==> config.mk <==
export PLATFORM = sky130hd
export DESIGN_NAME = tec_enable_ctrl
export DESIGN_NICKNAME = d
export VERILOG_FILES = /design/src/tec_pkg.sv /design/src/tec_rst_stretch.sv /design/src/tec_enable_ctrl.sv
export VERILOG_INCLUDE_DIRS = /design/src
export SDC_FILE = /design/constraint.sdc
export NUM_CORES = 1
export LEC_CHECK = 0
export BUFFER_PORTS_ARGS = -buffer_cell sky130_fd_sc_hd__buf_2
export CELL_PAD_IN_SITES_DETAIL_PLACEMENT = 1
export CELL_PAD_IN_SITES_GLOBAL_PLACEMENT = 1
export CORE_MARGIN = 2
export CORE_UTILIZATION = 50
export CTS_BUF_LIST = sky130_fd_sc_hd__clkbuf_8
export DETAILED_ROUTE_END_ITERATION = 12
export GPL_TIMING_DRIVEN = 0
export PLACE_DENSITY = 0.85
export SLEW_MARGIN = 20
export SYNTH_ARGS = -nofsm -noshare
export SYNTH_HDL_FRONTEND = slang
export SYNTH_HIERARCHICAL = 1
export SYNTH_SLANG_ARGS = --single-unit
==> constraint.sdc <==
create_clock -name sys_clk -period 8.4 [get_ports sys_clk]
set_clock_uncertainty 0.2 [all_clocks]
set_input_delay 1.68 -clock sys_clk [delete_from_list [all_inputs] [get_ports sys_clk]]
set_output_delay 1.68 -clock sys_clk [all_outputs]
set_load 0.005 [all_outputs]
==> src/tec_cfg.svh <==
// constants for the tracker enable control block
// Behaviour
// limit is base plus code times step
// range bits 7..4 pick fine step per channel
// manual reset held low keeps reset asserted
// margin low suppresses threshold alerts and faults
// enable high powers up, low powers down
// bus on/off mode waits for on command
// internal enable ANDs pin, track and command
// any enable term false starts power-down
// detectors outrank enables once power-up started; the code checks oc_det only in ST_ON, not during ST_UP
// fault during power-up shuts all channels
// latched fault cleared by enable toggle
// option bit 1 combines bus command bit
// option bit 0 sets command polarity
// reference bit 0 selects external reference
// track permit has hysteretic on and off
// master drives ramp, slave tracks received ramp
// bus-only control needs pin and track high
// input failure shuts all and raises fault
// option bit 5 latches, clear means autoretry
// comparator results registered before use
// configuration registers readable, writable, retained
`ifndef TEC_CFG_SVH
`define TEC_CFG_SVH
`define TEC_OFS_OV2 8'h05
`define TEC_OFS_OV3 8'h06
`define TEC_OFS_OV4 8'h07
`define TEC_OFS_RANGE 8'h08
`define TEC_OFS_OPT 8'h09
`define TEC_OFS_REF 8'h11
`define TEC_OFS_CMD 8'h14
`define TEC_RST_OV 8'hFF
`define TEC_RST_RANGE 8'h00
`define TEC_RST_OPT 8'h00
`define TEC_RST_REF 8'h00
`define TEC_RST_CMD 8'h00
`define TEC_RANGE_CH1 7
`define TEC_OPT_POL 0
`define TEC_OPT_CHK 1
`define TEC_OPT_LATCH 5
`define TEC_REF_EXT 0
`define TEC_CMD_ON 0
`define TEC_COARSE_BASE_MV 13'h03E8
`define TEC_COARSE_STEP_MV 13'h0014
`define TEC_FINE_BASE_MV 13'h01F4
`define TEC_FINE_STEP_MV 13'h000A
`define TEC_CLK_MHZ 20
`define TEC_RETRY_US 25
`define TEC_RETRY_CYC (`TEC_RETRY_US * `TEC_CLK_MHZ)
`define TEC_RST_TIMEOUT_US 200000
`define TEC_BUS_ADDR 7'h3A
`endif

==> src/tec_pkg.sv <==
// types shared by the tracker enable control block
package tec_pkg;
  typedef enum logic [2:0] {ST_OFF, ST_UP, ST_ON, ST_DOWN, ST_FAULT} tec_state_e;
  typedef enum logic [3:0] {BS_IDLE, BS_ADDR, BS_ACK_A, BS_REG, BS_ACK_R, BS_WDATA, BS_ACK_W,
                            BS_RDATA, BS_RACK} tec_bus_e;
  typedef struct packed {
    logic [3:0] in_fail;
    logic       track_err;
    logic       track_alert;
    logic       oc_det;
    logic       ramp_done;
    logic       down_done;
  } tec_sense_s;
  typedef struct packed {
    logic        fine;
    logic [12:0] mv;
  } tec_limit_s;
endpackage : tec_pkg

==> src/tec_rst_stretch.sv <==
// reset output stretcher for the manual reset input
`timescale 1ns/10ps
module tec_rst_stretch
  import tec_pkg::*;
#(
  parameter int CYC = 4000000
)(
  input  wire logic sys_clk,
  input  wire logic rst,
  input  wire logic hold,
  output logic      rst_active
);
  localparam int CW = $clog2(CYC + 1);
  logic [CW-1:0] cnt;

  // reload while held, then count the timeout down
  always_ff @(posedge sys_clk or posedge rst)
  begin
    if (rst)
    begin
      cnt        <= CW'(CYC);
      rst_active <= 1'b1;
    end
    else if (hold)
    begin
      cnt        <= CW'(CYC);
      rst_active <= 1'b1;
    end
    else if (cnt != '0)
    begin
      cnt        <= cnt - 1'b1;
      rst_active <= 1'b1;
    end
    else
    begin
      rst_active <= 1'b0;
    end
  end

  AST_R3_HOLD: assert property (@(posedge sys_clk) disable iff (rst)
    hold |=> rst_active)
    else $error("reset output released while manual reset held");
  AST_R3_TIMEOUT: assert property (@(posedge sys_clk) disable iff (rst)
    $fell(hold) |-> rst_active [*8])
    else $error("reset output ended before timeout");
endmodule : tec_rst_stretch

==> src/tec_enable_ctrl.sv <==
// enable, fault and register control of the four channel tracker
`timescale 1ns/10ps
`include "tec_cfg.svh"
module tec_enable_ctrl
  import tec_pkg::*;
#(
  parameter int       RST_TIMEOUT_CYC = `TEC_RST_TIMEOUT_US * `TEC_CLK_MHZ,
  parameter bit [6:0] BUS_ADDR        = `TEC_BUS_ADDR
)(
  input  wire logic        sys_clk,
  input  wire logic        rst,
  input  wire logic        scl_in,
  input  wire logic        sda_in,
  output logic             sda_out,
  output logic             sda_oe_n,
  input  wire logic        enable_pin,
  input  wire logic        track_permit_input,
  input  wire logic        track_hold_input,
  input  wire logic        margin_n,
  input  wire logic        manual_reset_n,
  input  wire logic        master_mode,
  input  wire tec_sense_s  sense,
  input  wire logic        fault_in,
  output logic             fault_out,
  output logic             fault_oe_n,
  output logic             reset_out_n,
  output logic             power_up_run,
  output logic             power_down_run,
  output logic             all_off,
  output logic             ramp_gen_en,
  output logic             ramp_share_pin_oe_n,
  output logic             track_alert_out,
  output logic             external_vref_select,
  output tec_limit_s [2:0] ov_limit
);
  localparam int RETRY_CYC = `TEC_RETRY_CYC;

  // limit in millivolts from code and step select
  function automatic logic [12:0] limit_mv(input logic [7:0] code, input logic fine);
    logic [12:0] n;
    n = {5'h00, code};
    if (fine)
      limit_mv = 13'(`TEC_FINE_BASE_MV + n * `TEC_FINE_STEP_MV);
    else
      limit_mv = 13'(`TEC_COARSE_BASE_MV + n * `TEC_COARSE_STEP_MV);
  endfunction : limit_mv

  // configuration registers
  logic [7:0] ov2_limit;
  logic [7:0] ov3_limit;
  logic [7:0] ov4_limit;
  logic [7:0] step_range_select;
  logic [7:0] enable_options;
  logic [7:0] reference_select;
  logic [7:0] onoff_command;
  logic       cmd_valid;

  // two-flop synchronisers for every pin and comparator
  logic       scl_m, scl_s, scl_q;
  logic       sda_m, sda_s, sda_q;
  logic [6:0] pin_m, pin_s;
  tec_sense_s sense_m, sense_s;

  always_ff @(posedge sys_clk or posedge rst)
  begin
    if (rst)
    begin
      scl_m   <= 1'b1;
      scl_s   <= 1'b1;
      scl_q   <= 1'b1;
      sda_m   <= 1'b1;
      sda_s   <= 1'b1;
      sda_q   <= 1'b1;
      pin_m   <= 7'h00;
      pin_s   <= 7'h00;
      sense_m <= '0;
      sense_s <= '0;
    end
    else
    begin
      scl_m   <= scl_in;
      scl_s   <= scl_m;
      scl_q   <= scl_s;
      sda_m   <= sda_in;
      sda_s   <= sda_m;
      sda_q   <= sda_s;
      pin_m   <= {enable_pin, track_permit_input, track_hold_input, margin_n,
                  manual_reset_n, master_mode, fault_in};
      pin_s   <= pin_m;
      sense_m <= sense;
      sense_s <= sense_m;
    end
  end

  logic en_s, trk_hi_s, trk_lo_s, margin_s, mr_s, master_s, fault_in_s;
  assign {en_s, trk_hi_s, trk_lo_s, margin_s, mr_s, master_s, fault_in_s} = pin_s;

  // serial bus bit engine
  tec_bus_e   bus_st;
  logic [7:0] sr;
  logic [3:0] bitcnt;
  logic [7:0] ptr;
  logic       rw;
  logic       sda_drv;
  logic       scl_rise, scl_fall, bus_start, bus_stop;

  assign scl_rise  = scl_s & ~scl_q;
  assign scl_fall  = ~scl_s & scl_q;
  assign bus_start = scl_s & scl_q & sda_q & ~sda_s;
  assign bus_stop  = scl_s & scl_q & ~sda_q & sda_s;

  // read data mux, unmapped offsets read zero
  function automatic logic [7:0] rd_reg(input logic [7:0] a);
    unique case (a)
      `TEC_OFS_OV2:   rd_reg = ov2_limit;
      `TEC_OFS_OV3:   rd_reg = ov3_limit;
      `TEC_OFS_OV4:   rd_reg = ov4_limit;
      `TEC_OFS_RANGE: rd_reg = step_range_select;
      `TEC_OFS_OPT:   rd_reg = enable_options;
      `TEC_OFS_REF:   rd_reg = reference_select;
      `TEC_OFS_CMD:   rd_reg = onoff_command;
      default:        rd_reg = 8'h00;
    endcase
  endfunction : rd_reg

  // byte at the current pointer, first bit goes out at once
  logic [7:0] rd_now;
  always_comb
  begin
    rd_now = rd_reg(ptr);
  end

  logic       wr_stb;
  logic [7:0] wr_ptr;

  // byte protocol: address, pointer, then data with auto increment
  always_ff @(posedge sys_clk or posedge rst)
  begin
    if (rst)
    begin
      bus_st  <= BS_IDLE;
      sr      <= 8'h00;
      bitcnt  <= 4'h0;
      ptr     <= 8'h00;
      rw      <= 1'b0;
      sda_drv <= 1'b0;
      wr_stb  <= 1'b0;
      wr_ptr  <= 8'h00;
    end
    else
    begin
      wr_stb <= 1'b0;
      if (bus_start)
      begin
        bus_st  <= BS_ADDR;
        bitcnt  <= 4'h0;
        sda_drv <= 1'b0;
      end
      else if (bus_stop)
      begin
        bus_st  <= BS_IDLE;
        sda_drv <= 1'b0;
      end
      else if (scl_rise)
      begin
        unique case (bus_st)
          BS_ADDR, BS_REG, BS_WDATA:
          begin
            sr     <= {sr[6:0], sda_s};
            bitcnt <= bitcnt + 4'h1;
          end
          BS_RDATA: bitcnt <= bitcnt + 4'h1;
          BS_RACK:  if (sda_s) bus_st <= BS_IDLE;
          default:  ;
        endcase
      end
      else if (scl_fall)
      begin
        unique case (bus_st)
          BS_ADDR:
            if (bitcnt == 4'h8)
            begin
              if (sr[7:1] == BUS_ADDR)
              begin
                rw      <= sr[0];
                sda_drv <= 1'b1;
                bus_st  <= BS_ACK_A;
              end
              else
                bus_st <= BS_IDLE;
            end
          BS_ACK_A:
          begin
            bitcnt <= 4'h0;
            if (rw)
            begin
              sr      <= rd_now;
              sda_drv <= ~rd_now[7];
              bus_st  <= BS_RDATA;
            end
            else
            begin
              sda_drv <= 1'b0;
              bus_st  <= BS_REG;
            end
          end
          BS_REG:
            if (bitcnt == 4'h8)
            begin
              ptr     <= sr;
              sda_drv <= 1'b1;
              bus_st  <= BS_ACK_R;
            end
          BS_WDATA:
            if (bitcnt == 4'h8)
            begin
              wr_stb  <= 1'b1;
              wr_ptr  <= ptr;
              ptr     <= ptr + 8'h01;
              sda_drv <= 1'b1;
              bus_st  <= BS_ACK_W;
            end
          BS_ACK_R, BS_ACK_W:
          begin
            bitcnt  <= 4'h0;
            sda_drv <= 1'b0;
            bus_st  <= BS_WDATA;
          end
          BS_RDATA:
            if (bitcnt == 4'h8)
            begin
              sda_drv <= 1'b0;
              ptr     <= ptr + 8'h01;
              bus_st  <= BS_RACK;
            end
            else
            begin
              sr      <= {sr[6:0], 1'b0};
              sda_drv <= ~sr[6];
            end
          BS_RACK:
          begin
            bitcnt  <= 4'h0;
            sr      <= rd_now;
            sda_drv <= ~rd_now[7];
            bus_st  <= BS_RDATA;
          end
          default: ;
        endcase
      end
    end
  end

  // register writes, values kept until rewritten
  always_ff @(posedge sys_clk or posedge rst)
  begin
    if (rst)
    begin
      ov2_limit         <= `TEC_RST_OV;
      ov3_limit         <= `TEC_RST_OV;
      ov4_limit         <= `TEC_RST_OV;
      step_range_select <= `TEC_RST_RANGE;
      enable_options    <= `TEC_RST_OPT;
      reference_select  <= `TEC_RST_REF;
      onoff_command     <= `TEC_RST_CMD;
      cmd_valid         <= 1'b0;
    end
    else if (wr_stb)
    begin
      unique case (wr_ptr)
        `TEC_OFS_OV2:   ov2_limit <= sr;
        `TEC_OFS_OV3:   ov3_limit <= sr;
        `TEC_OFS_OV4:   ov4_limit <= sr;
        `TEC_OFS_RANGE: step_range_select <= {sr[7:4], 4'h0};
        `TEC_OFS_OPT:   enable_options <= sr;
        `TEC_OFS_REF:   reference_select <= sr;
        `TEC_OFS_CMD:
        begin
          onoff_command <= sr;
          cmd_valid     <= 1'b1;
        end
        default: ;
      endcase
    end
  end

  // enable terms
  logic trk_ok;
  logic bus_term, int_en, int_en_q;
  logic latch_mode;

  // hysteretic track permit: on above high trip, off below low trip
  always_ff @(posedge sys_clk or posedge rst)
  begin
    if (rst)
      trk_ok <= 1'b0;
    else if (trk_hi_s)
      trk_ok <= 1'b1;
    else if (!trk_lo_s)
      trk_ok <= 1'b0;
  end

  // command term ignored unless combining is selected
  assign bus_term   = !enable_options[`TEC_OPT_CHK] |
                      (cmd_valid & (onoff_command[`TEC_CMD_ON] ==
                                    enable_options[`TEC_OPT_POL]));
  assign int_en     = en_s & trk_ok & bus_term;
  assign latch_mode = enable_options[`TEC_OPT_LATCH];

  // fault sources, threshold ones masked by margin
  logic in_ok, thr_fault, fault_now, en_rise;
  assign in_ok     = ~|sense_s.in_fail;
  assign thr_fault = margin_s & (~in_ok | sense_s.track_err);
  assign fault_now = thr_fault | fault_in_s;
  assign en_rise   = int_en & ~int_en_q;

  // power state machine
  tec_state_e state;
  logic [9:0] retry_cnt;

  always_ff @(posedge sys_clk or posedge rst)
  begin
    if (rst)
    begin
      state     <= ST_OFF;
      int_en_q  <= 1'b0;
      retry_cnt <= 10'h000;
    end
    else
    begin
      int_en_q <= int_en;
      unique case (state)
        ST_OFF:
          if (int_en && in_ok)
            state <= ST_UP;
        ST_UP:
          if (fault_now)
            state <= ST_FAULT;
          else if (!int_en)
            state <= ST_DOWN;
          else if (sense_s.ramp_done)
            state <= ST_ON;
        ST_ON:
          if (fault_now || sense_s.oc_det)
            state <= ST_FAULT;
          else if (!int_en)
            state <= ST_DOWN;
        ST_DOWN:
          if (sense_s.down_done)
            state <= ST_OFF;
        ST_FAULT:
          if (latch_mode)
          begin
            if (en_rise)
              state <= ST_OFF;
          end
          else if (retry_cnt == 10'(RETRY_CYC - 1))
          begin
            retry_cnt <= 10'h000;
            state     <= ST_OFF;
          end
          else
            retry_cnt <= retry_cnt + 10'h001;
      endcase
    end
  end

  // manual reset timeout
  logic rst_active;
  tec_rst_stretch #(
    .CYC (RST_TIMEOUT_CYC)
  ) u_rst (
    .sys_clk    (sys_clk),
    .rst        (rst),
    .hold       (~mr_s),
    .rst_active (rst_active)
  );

  // registered outputs
  always_ff @(posedge sys_clk or posedge rst)
  begin
    if (rst)
    begin
      sda_out              <= 1'b0;
      sda_oe_n             <= 1'b1;
      fault_out            <= 1'b0;
      fault_oe_n           <= 1'b1;
      reset_out_n          <= 1'b0;
      power_up_run         <= 1'b0;
      power_down_run       <= 1'b0;
      all_off              <= 1'b1;
      ramp_gen_en          <= 1'b0;
      ramp_share_pin_oe_n  <= 1'b1;
      track_alert_out      <= 1'b0;
      external_vref_select <= 1'b0;
      ov_limit             <= '0;
    end
    else
    begin
      sda_out              <= 1'b0;
      sda_oe_n             <= ~sda_drv;
      fault_out            <= 1'b0;
      fault_oe_n           <= ~(state == ST_FAULT);
      reset_out_n          <= ~rst_active;
      power_up_run         <= (state == ST_UP);
      power_down_run       <= (state == ST_DOWN);
      all_off              <= (state == ST_FAULT) || (state == ST_OFF);
      ramp_gen_en          <= master_s && (state == ST_UP || state == ST_DOWN);
      ramp_share_pin_oe_n  <= ~master_s;
      track_alert_out      <= margin_s & sense_s.track_alert;
      external_vref_select <= reference_select[`TEC_REF_EXT];
      for (int c = 0; c < 3; c++)
      begin
        ov_limit[c].fine <= step_range_select[`TEC_RANGE_CH1 - 1 - c];
        ov_limit[c].mv   <= limit_mv(c == 0 ? ov2_limit : (c == 1 ? ov3_limit : ov4_limit),
                                     step_range_select[`TEC_RANGE_CH1 - 1 - c]);
      end
    end
  end

  AST_R10_UPFAULT: assert property (@(posedge sys_clk) disable iff (rst)
    (state == ST_UP && fault_now) |=> state == ST_FAULT ##1 all_off)
    else $error("fault during power-up did not shut down");
  AST_R8_DOWN: assert property (@(posedge sys_clk) disable iff (rst)
    (state == ST_ON && !fault_now && !sense_s.oc_det && !int_en) |=> state == ST_DOWN)
    else $error("enable loss did not start power-down");
  AST_R7_START: assert property (@(posedge sys_clk) disable iff (rst)
    (state == ST_OFF ##1 state == ST_UP) |-> $past(int_en) && $past(in_ok))
    else $error("power-up started without internal enable");
  AST_R6_WAIT: assert property (@(posedge sys_clk) disable iff (rst)
    (state == ST_OFF && enable_options[`TEC_OPT_CHK] && !cmd_valid) |=> state == ST_OFF)
    else $error("power-up before bus on command");
  AST_R4_MARGIN: assert property (@(posedge sys_clk) disable iff (rst)
    (!margin_s && !fault_in_s && state == ST_UP) |=> state != ST_FAULT)
    else $error("threshold fault while margin low");
  AST_R11_CLEAR: assert property (@(posedge sys_clk) disable iff (rst)
    (state == ST_FAULT && latch_mode && en_rise) |=> state == ST_OFF)
    else $error("enable toggle did not clear latched fault");
  AST_R19_LATCH: assert property (@(posedge sys_clk) disable iff (rst)
    (state == ST_FAULT && latch_mode && !en_rise) |=> state == ST_FAULT)
    else $error("latched fault left without enable toggle");
  AST_R15_HYST: assert property (@(posedge sys_clk) disable iff (rst)
    (!trk_hi_s && trk_lo_s && trk_ok) |=> trk_ok)
    else $error("track permit dropped inside hysteresis band");
  AST_R13_POL: assert property (@(posedge sys_clk) disable iff (rst)
    (enable_options[`TEC_OPT_CHK] &&
     onoff_command[`TEC_CMD_ON] != enable_options[`TEC_OPT_POL]) |-> !int_en)
    else $error("command polarity not honoured");
endmodule : tec_enable_ctrl

==> Implementation_results.wiki, run 1 <==
{| class="wikitable"
! Metric !! Value
|-
| Number of synthesized flops with an enable pin || 0
|-
| Aggregate global-route resource usage || 25.3%
|-
| Buffers inserted by post-CTS timing repair || 0
|-
| Top-level port count || 74
|-
| Final WL || 29100 µm
|-
| Overall power consumption || 2520 µW
|-
| First drt pass iteration count || 6
|-
| Number of antenna violations at the first check in global routing || 0
|-
| Number of slew-limit violations in the final report || 0
|-
| Number of core rows || 54
|-
| CTS HTree Levels || 2
|-
| Leftover overflow at the end of global routing || 0
|-
| Clock sink count || 213
|-
| Ratio of routed vias to standard cells || 5.86
|-
| Arrival time worst endpoint || 3510 ps
|-
| Met1 Use GR || 32.1%
|-
| Detail Placement HPWL || 20100 µm
|-
| Height of the chip || 152 µm
|-
| Cell variety after synth || 80
|-
| CTS buffer count || 38
|-
| Startpoint Class || flop
|-
| Global-route wire length before repair || 48000 µm
|-
| GRT Max-Usage Layer || met2
|-
| Number of non-filler instances in the completed layout || 1453
|-
| Worst-path clk slew || 60 ps
|-
| Setup repair after global routing missed its margin || no
|-
| Clock tree from TritonCTS || yes
|-
| Period utilisation layout || 39.3%
|-
| Core box area || 0.0217 mm²
|-
| Detailed Route Iter0 Violations || 478
|-
| Vias in the first global route || 9236
|-
| Number of instances in the synthesized netlist || 1030
|-
| Transition time at the pin with the least slew margin || 868 ps
|-
| Library cell with the highest instance count after synthesis || dfrtp_1
|-
| GR Util met2 || 44.3%
|-
| Predominant post-synthesis flop cell || dfrtp_1
|-
| Sequential cell area fraction in the yosys report || 49.1%
|-
| Post-layout minimum cycle time || 3300 ps
|-
| Met3 layer usage reported by global route || 3.57%
|-
| Mean area per synthesized cell || 10.6 µm²
|-
| RePlAce Congestion || 0.893
|-
| Setup_tns || 0 ps
|-
| DRC Markers || 0
|-
| Post-CTS Hold Buffers || 0
|-
| Fraction of synthesis flops using an asynchronous set or reset pin || 100%
|-
| Final-layout worst hold slack || 149 ps
|-
| Post-DP Area || 0.0117 mm²
|-
| Max Cap Viol || 0
|-
| Leading cell types by count after synthesis || dfrtp_1 (171), nor2_1 (84), nand2_1 (71)
|-
| Area added between synthesis and finish || 13.9%
|-
| Hold crit path type || flop to flop
|-
| Final standard cell area without fillers || 0.0125 mm²
|-
| Clock latency on the worst-skew pair || 540 ps
|-
| Area contributors post-synth || dfrtp_1 (39%), dfstp_2 (10%), mux2_2 (6.5%)
|-
| IR drop worst, VDD || 84.5 µV
|-
| Maximum buffer depth of the clock tree || 3
|-
| Maximum frequency from static timing analysis || 0.303 GHz
|-
| Yosys warns || 6
|-
| Instance count after placement with tap cells included || 1383
|-
| Ratio of total power to cell area || 202 mW/mm²
|-
| Top-area cell type share of the netlist area || 39.0%
|-
| Vias after detailed routing || 8521
|-
| Yosys reg bits || 213
|-
| Number of I/O port buffers || 68
|-
| Cells resized by post-CTS repair || 0
|-
| Routed length per placed instance || 20.0 µm
|-
| Worst Path Class, Setup || flop to flop
|-
| Summed instance area of the synthesized netlist || 0.0110 mm²
|-
| Starting density of the core || 50.5%
|-
| Data required time at the worst endpoint || 8600 ps
|-
| Outcome || complete, no violations
|-
| Hold violation total from the final report || 0
|-
| Residual antenna-violating net count after detailed routing || 0
|-
| Root buf cell || clkbuf_8
|-
| Leakage power figure || 0.00569 µW
|-
| Crit. End Element || flop
|-
| Tightest slew margin relative to the limit || 42.1%
|-
| Fraction of layout cells with a size suffix above 1 || 22.6%
|-
| Die width || 152 µm
|-
| Maximum number of pins on one net before global-route repair || 110
|-
| Number of nets in the finished design || 1216
|-
| Total Die Area || 0.0231 mm²
|-
| Highest fanout seen on the critical path || 8
|-
| Most area-hungry cell type in the Yosys netlist || dfrtp_1
|-
| Setup violations, final || 0
|-
| # diodes || 0
|}
kinds of logic after synthesis:
logic type               synth area share, %
XOR/XNOR                                4.24
other                                 0.0342
AND/OR/NAND/NOR                         15.6
AO/OA/AOI/OAI                           13.0
buffers and inverters                   3.58
adder cells (fa/ha/maj)                 6.26
multiplexers                            8.21
flip-flops                              49.1
worst max-delay path, stage by stage, from the launching register on:
cell and delay (ps):
dfstp_2 630, ha_1 170, ha_1 180, inv_1 60
fa_1 630, nor3b_1 340, nor2b_1 280, nand2b_1 140
o21ai_0 210, xor2_1 220, mux2i_1 100
path summary, 6_finish.rpt:
| path | from | endpoint | slack, ps | depth (start not counted) |
|---|---|---|---|---|
| worst max register to register | ov4_limit[1]$_DFFE_PP1P_ | ov_limit[38]$_DFF_PP0_ | 5100 | 10 |
| min in group asynchronous | rst | ov_limit[13]$_DFF_PP0_ | 1020 | 2 |
| max in group asynchronous | rst | scl_m$_DFF_PP1_ | 6030 | 3 |
| worst min-delay path | pin_m[2]$_DFF_PP0_ | pin_s[2]$_DFF_PP0_ | 150 | 0 |
| worst min register to register | pin_m[2]$_DFF_PP0_ | pin_s[2]$_DFF_PP0_ | 150 | 0 |
| worst max-delay path | ov4_limit[1]$_DFFE_PP1P_ | ov_limit[38]$_DFF_PP0_ | 5100 | 10 |
power breakdown:
group / internal (µW) / switching (µW)
clock: 548 / 443
sequential: 1100 / 56.5
combinational: 127 / 243
total: 1780 / 743
state kept, by name, summed over array words and instances, names as in the netlist, 4 cells and up:
| name | cells |
|---|---|
| bitcnt | 4 |
| bus_st | 4 |
| enable_options | 8 |
| onoff_command | 8 |
| ov2_limit | 8 |
| ov3_limit | 8 |
| ov4_limit | 8 |
| ov_limit | 39 |
| pin_m | 7 |
| pin_s | 7 |
| ptr | 8 |
| reference_select | 8 |
| retry_cnt | 10 |
| sense_m | 9 |
| sense_s | 9 |
| sr | 8 |
| step_range_select | 4 |
| u_rst/cnt | 22 |
| wr_ptr | 8 |
placed cells by master (no fill, tap or decap), types with 34 or more instances in the layout:
| cell type | count |
|---|---|
| nand2_1 | 71 |
| dfrtp_1 | 171 |
| clkbuf_8 | 48 |
| dfstp_2 | 42 |
| inv_1 | 55 |
| buf_2 | 76 |
| ha_1 | 50 |
| mux2_2 | 63 |
| clkbuf_1 | 34 |
| a21oi_1 | 52 |
| nor2_1 | 84 |
| o21ai_0 | 52 |
metrics by stage:
step / worst slack (ps) / utilization, %
after floorplan: 1410 / -
after global placement: -577 / 53.8
after detailed placement: 5150 / 54.0
after CTS: 5120 / 57.6
after global routing: 4890 / 57.6
final: 5100 / 57.6
metal layers:
layer / routed length [µm] / vias to the layer above
li1: - / 3901
met1: 12300 / 4342
met2: 14800 / 203
met3: 1010 / 75
met4: 935 / 0
met5: 0 / -
layout make-up:
cell class | instances | area, µm²
Tap cell | 280 | 350
Clock inverter | 22 | 124
Timing Repair Buffer | 69 | 368
Inverter | 42 | 165
Multi-Input combinational cell | 728 | 5200
Fill cell | 2404 | 9200
Clock buffer | 48 | 661
Buffer | 51 | 235
Sequential cell | 213 | 5380
Note: power is estimated with default switching activity, not from simulation.
==> run 2: changes to the inputs <==
Clock period 8.4 ns to 3.4 ns, I/O delays scaled along.
==> Implementation_results.wiki, run 2 (synthesis gave the netlist of run 1 again) <==
{| class="wikitable"
! Metric !! Value
|-
| Crit. End Element || flop (unchanged)
|-
| Leftover overflow at the end of global routing || 0 (unchanged)
|-
| # diodes || 0 (unchanged)
|-
| Cell type with the highest occurrence count on the critical path || ha_1 (unchanged)
|-
| Proportion of total power due to net switching || 29.7% (was 29.5%)
|-
| Residual antenna-violating net count after detailed routing || 0 (unchanged)
|-
| Max reg flops || 39 (unchanged)
|-
| Root buf cell || clkbuf_8 (unchanged)
|-
| Number of filler instances in the final layout || 2386 (was 2404)
|-
| Worst Reg-to-Reg Cells || 10 (unchanged)
|-
| Aggregate global-route resource usage || 26.7% (was 25.3%)
|-
| Fraction of layout cells with a size suffix above 1 || 24.0% (was 22.6%)
|-
| Routed length per placed instance || 21.1 µm (was 20.0 µm)
|-
| Transition time at the pin with the least slew margin || 883 ps (was 868 ps)
|-
| First drt pass iteration count || 5 (was 6)
|-
| Pre-CTS WS || 106 ps (was 5150 ps)
|-
| Clock sink count || 213 (unchanged)
|-
| IR drop worst, VDD || 272 µV (was 84.5 µV)
|-
| Cells along the critical path || ha_1, ha_1, inv_1, fa_2, xnor2_1, nand3b_1, or3_4, a31oi_1, o211a_1, mux2i_1 (was ha_1, ha_1, inv_1, fa_1, nor3b_1, nor2b_1, nand2b_1, o21ai_0, xor2_1, mux2i_1)
|-
| Ratio of routed vias to standard cells || 5.93 (was 5.86)
|-
| Arrival time worst endpoint || 3400 ps (was 3510 ps)
|-
| Starting density of the core || 50.5% (unchanged)
|-
| Biggest regs || ov_limit: 39 flops, u_rst/cnt: 22 flops, retry_cnt: 10 flops (unchanged)
|-
| Maximum number of pins on one net before global-route repair || 37 (was 110)
|-
| Reg-to-reg slack, setup || 180 ps (was 5100 ps)
|-
| Detailed Route Iter0 Violations || 440 (was 478)
|-
| Post-layout minimum cycle time || 3220 ps (was 3300 ps)
|-
| Total Die Area || 0.0231 mm² (unchanged)
|-
| Highest fanout seen on the critical path || 8 (unchanged)
|-
| Worst Path Class, Setup || flop to flop (unchanged)
|-
| Crit Reg-Reg Startpoint || ov4_limit[1]$_DFFE_PP1P_ (unchanged)
|-
| RePlAce Congestion || 0.884 (was 0.893)
|-
| Clock tree from TritonCTS || yes (unchanged)
|-
| Gate power share || 14.7% (about the same)
|-
| Beginning of the worst hold path || sense[8] (was pin_m[2]$_DFF_PP0_)
|-
| Hold violation total from the final report || 0 (unchanged)
|-
| Vias after detailed routing || 8665 (was 8521)
|-
| Vias in the first global route || 9484 (was 9236)
|-
| Max Cap Viol || 0 (unchanged)
|-
| Worst setup path endpoint || ov_limit[39]$_DFF_PP0_ (was ov_limit[38]$_DFF_PP0_)
|-
| Power dissipated by switching net loads || 1880 µW (was 743 µW)
|-
| Core box area || 0.0217 mm² (unchanged)
|-
| End of the worst register-to-register path || ov_limit[39]$_DFF_PP0_ (was ov_limit[38]$_DFF_PP0_)
|-
| Period utilisation layout || 94.6% (was 39.3%)
|-
| Height of the chip || 152 µm (unchanged)
|-
| Global-route wire length before repair || 50400 µm (was 48000 µm)
|-
| DRC Markers || 0 (unchanged)
|-
| Final WL || 30900 µm (was 29100 µm)
|-
| Most flop-heavy register || ov_limit (unchanged)
|-
| Number of core rows || 54 (unchanged)
|-
| Leakage power figure || 0.00575 µW (was 0.00569 µW)
|-
| Max incr delay on CP || 620 ps (was 630 ps)
|-
| Worst Setup Slack, final || 185 ps (was 5100 ps)
|-
| Setup_tns || 0 ps (unchanged)
|-
| Maximum frequency from static timing analysis || 0.311 GHz (was 0.303 GHz)
|-
| Most frequent cells in the layout || dfrtp_1 (171), nor2_1 (84), buf_2 (76) (unchanged)
|-
| Crit path launch || ov4_limit[1]$_DFFE_PP1P_ (unchanged)
|-
| Detail Placement HPWL || 20500 µm (was 20100 µm)
|-
| Clock latency on the worst-skew pair || 550 ps (was 540 ps)
|-
| Data required time at the worst endpoint || 3590 ps (was 8600 ps)
|-
| Overall power consumption || 6330 µW (was 2520 µW)
|-
| Internal Pwr Total || 4450 µW (was 1780 µW)
|-
| Number of I/O port buffers || 68 (unchanged)
|-
| Number of slew-limit violations in the final report || 0 (unchanged)
|-
| Commonest non-fill, non-tap cell in the layout || dfrtp_1 (unchanged)
|-
| CTS HTree Levels || 2 (unchanged)
|-
| Top-level port count || 74 (unchanged)
|-
| Sequential share of power || 45.3% (was 46.0%)
|-
| Startpoint Class || flop (unchanged)
|-
| Number of nets in the finished design || 1224 (was 1216)
|-
| Die width || 152 µm (unchanged)
|-
| Number of antenna violations at the first check in global routing || 0 (unchanged)
|-
| Setup violations, final || 0 (unchanged)
|-
| Worst-path clk slew || 70 ps (was 60 ps)
|-
| Area added between synthesis and finish || 15.6% (was 13.9%)
|-
| Hold crit path type || input port to flop (was flop to flop)
|-
| Final-layout worst hold slack || 36.1 ps (was 149 ps)
|-
| Power share of the clock group || 40.0% (was 39.3%)
|-
| Tightest slew margin relative to the limit || 41.0% (was 42.1%)
|-
| Maximum buffer depth of the clock tree || 3 (unchanged)
|-
| Critical-path cell with the highest stage delay || dfstp_2 (unchanged)
|-
| Outcome || complete, no violations (unchanged)
|-
| CTS buffer count || 38 (unchanged)
|-
| Ratio of total power to cell area || 500 mW/mm² (was 202 mW/mm²)
|}
## run 2: cell count changes in the layout (fill, tap and decap cells not counted), sizes merged
cell | previous run | this run
clkbuf | 82 | 84
dlygate4sd3 | 0 | 1
buf | 86 | 93
clkinv | 5 | 7
inv | 58 | 53
clkinvlp | 0 | 1
## run 2: metrics by stage
stage	instances	cell area (µm²)	utilization [%]
final	1461	12700	58.4
after global routing	1461	12700	58.4
after CTS	1459	12600	58.2
after detailed placement	1388	11800	54.4
after global placement	1382	11700	53.8
after floorplan	1034	11000	-
## run 2: power by group through the flow
| stage | Combinational [µW] | Sequential, µW | Clock [µW] |
|---|---|---|---|
| 2_1_floorplan | 616 | 2860 | 0 |
| 5_1_grt | 1030 | 2880 | 2700 |
| 4_1_cts | 928 | 2860 | 2580 |
| 3_5_place_dp | 912 | 2900 | 0 |
| 6_report | 932 | 2870 | 2530 |
| 3_3_place_gp | 839 | 2880 | 0 |
## run 2: worst min-delay path by stage
| stage | to | slack (ps) | cells after the start |
|---|---|---|---|
| after floorplan | pin_s[0]$_DFF_PP0_ | 130 | 0 |
| after global placement | sense_s[4]$_DFF_PP0_ | 130 | 0 |
| after detailed placement | sense_s[1]$_DFF_PP0_ | 140 | 0 |
| after CTS | pin_m[4]$_DFF_PP0_ | 10 | 1 |
| after global routing | pin_m[5]$_DFF_PP0_ | 20 | 1 |
| final | sense_m[8]$_DFF_PP0_ | 40 | 1 |
## run 2: layer usage
layer	vias up	share of wire, %	GRT usage (%)
met3	81	4.2	3.91
met5	-	0	0
li1	3919	-	-
met2	241	51	46.8
met1	4424	41	33.5
met4	0	3.1	10.4
## run 2: layout make-up
class,instances,area (µm²),share of cell area (%)
Sequential cell,213,5380,42.5
Tap cell,280,350,2.77
Clock inverter,20,119,0.938
Inverter,42,161,1.27
Clock buffer,50,688,5.43
Multi-Input combinational cell,728,5240,41.4
Buffer,51,235,1.86
Timing Repair Buffer,77,493,3.89
## run 2: timing repair
| action | CTS | global route |
|---|---|---|
| setup buffers | 0 | 2 |
| gates resized for setup | 0 | 8 |
| endpoints found under the setup margin | 0 | 7 |
| hold endpoints to repair | 13 | 0 |
| hold buffers | 1 | 0 |
## run 2: critical path: cells and delay by family (launching register included)
family | cells | cell delay [ps]
fa+ha+maj | 3 | 730
simple gates | 2 | 730
flops | 1 | 620
compound gates | 2 | 390
xor+xnor | 1 | 240
buf+inv | 1 | 80
mux | 1 | 80
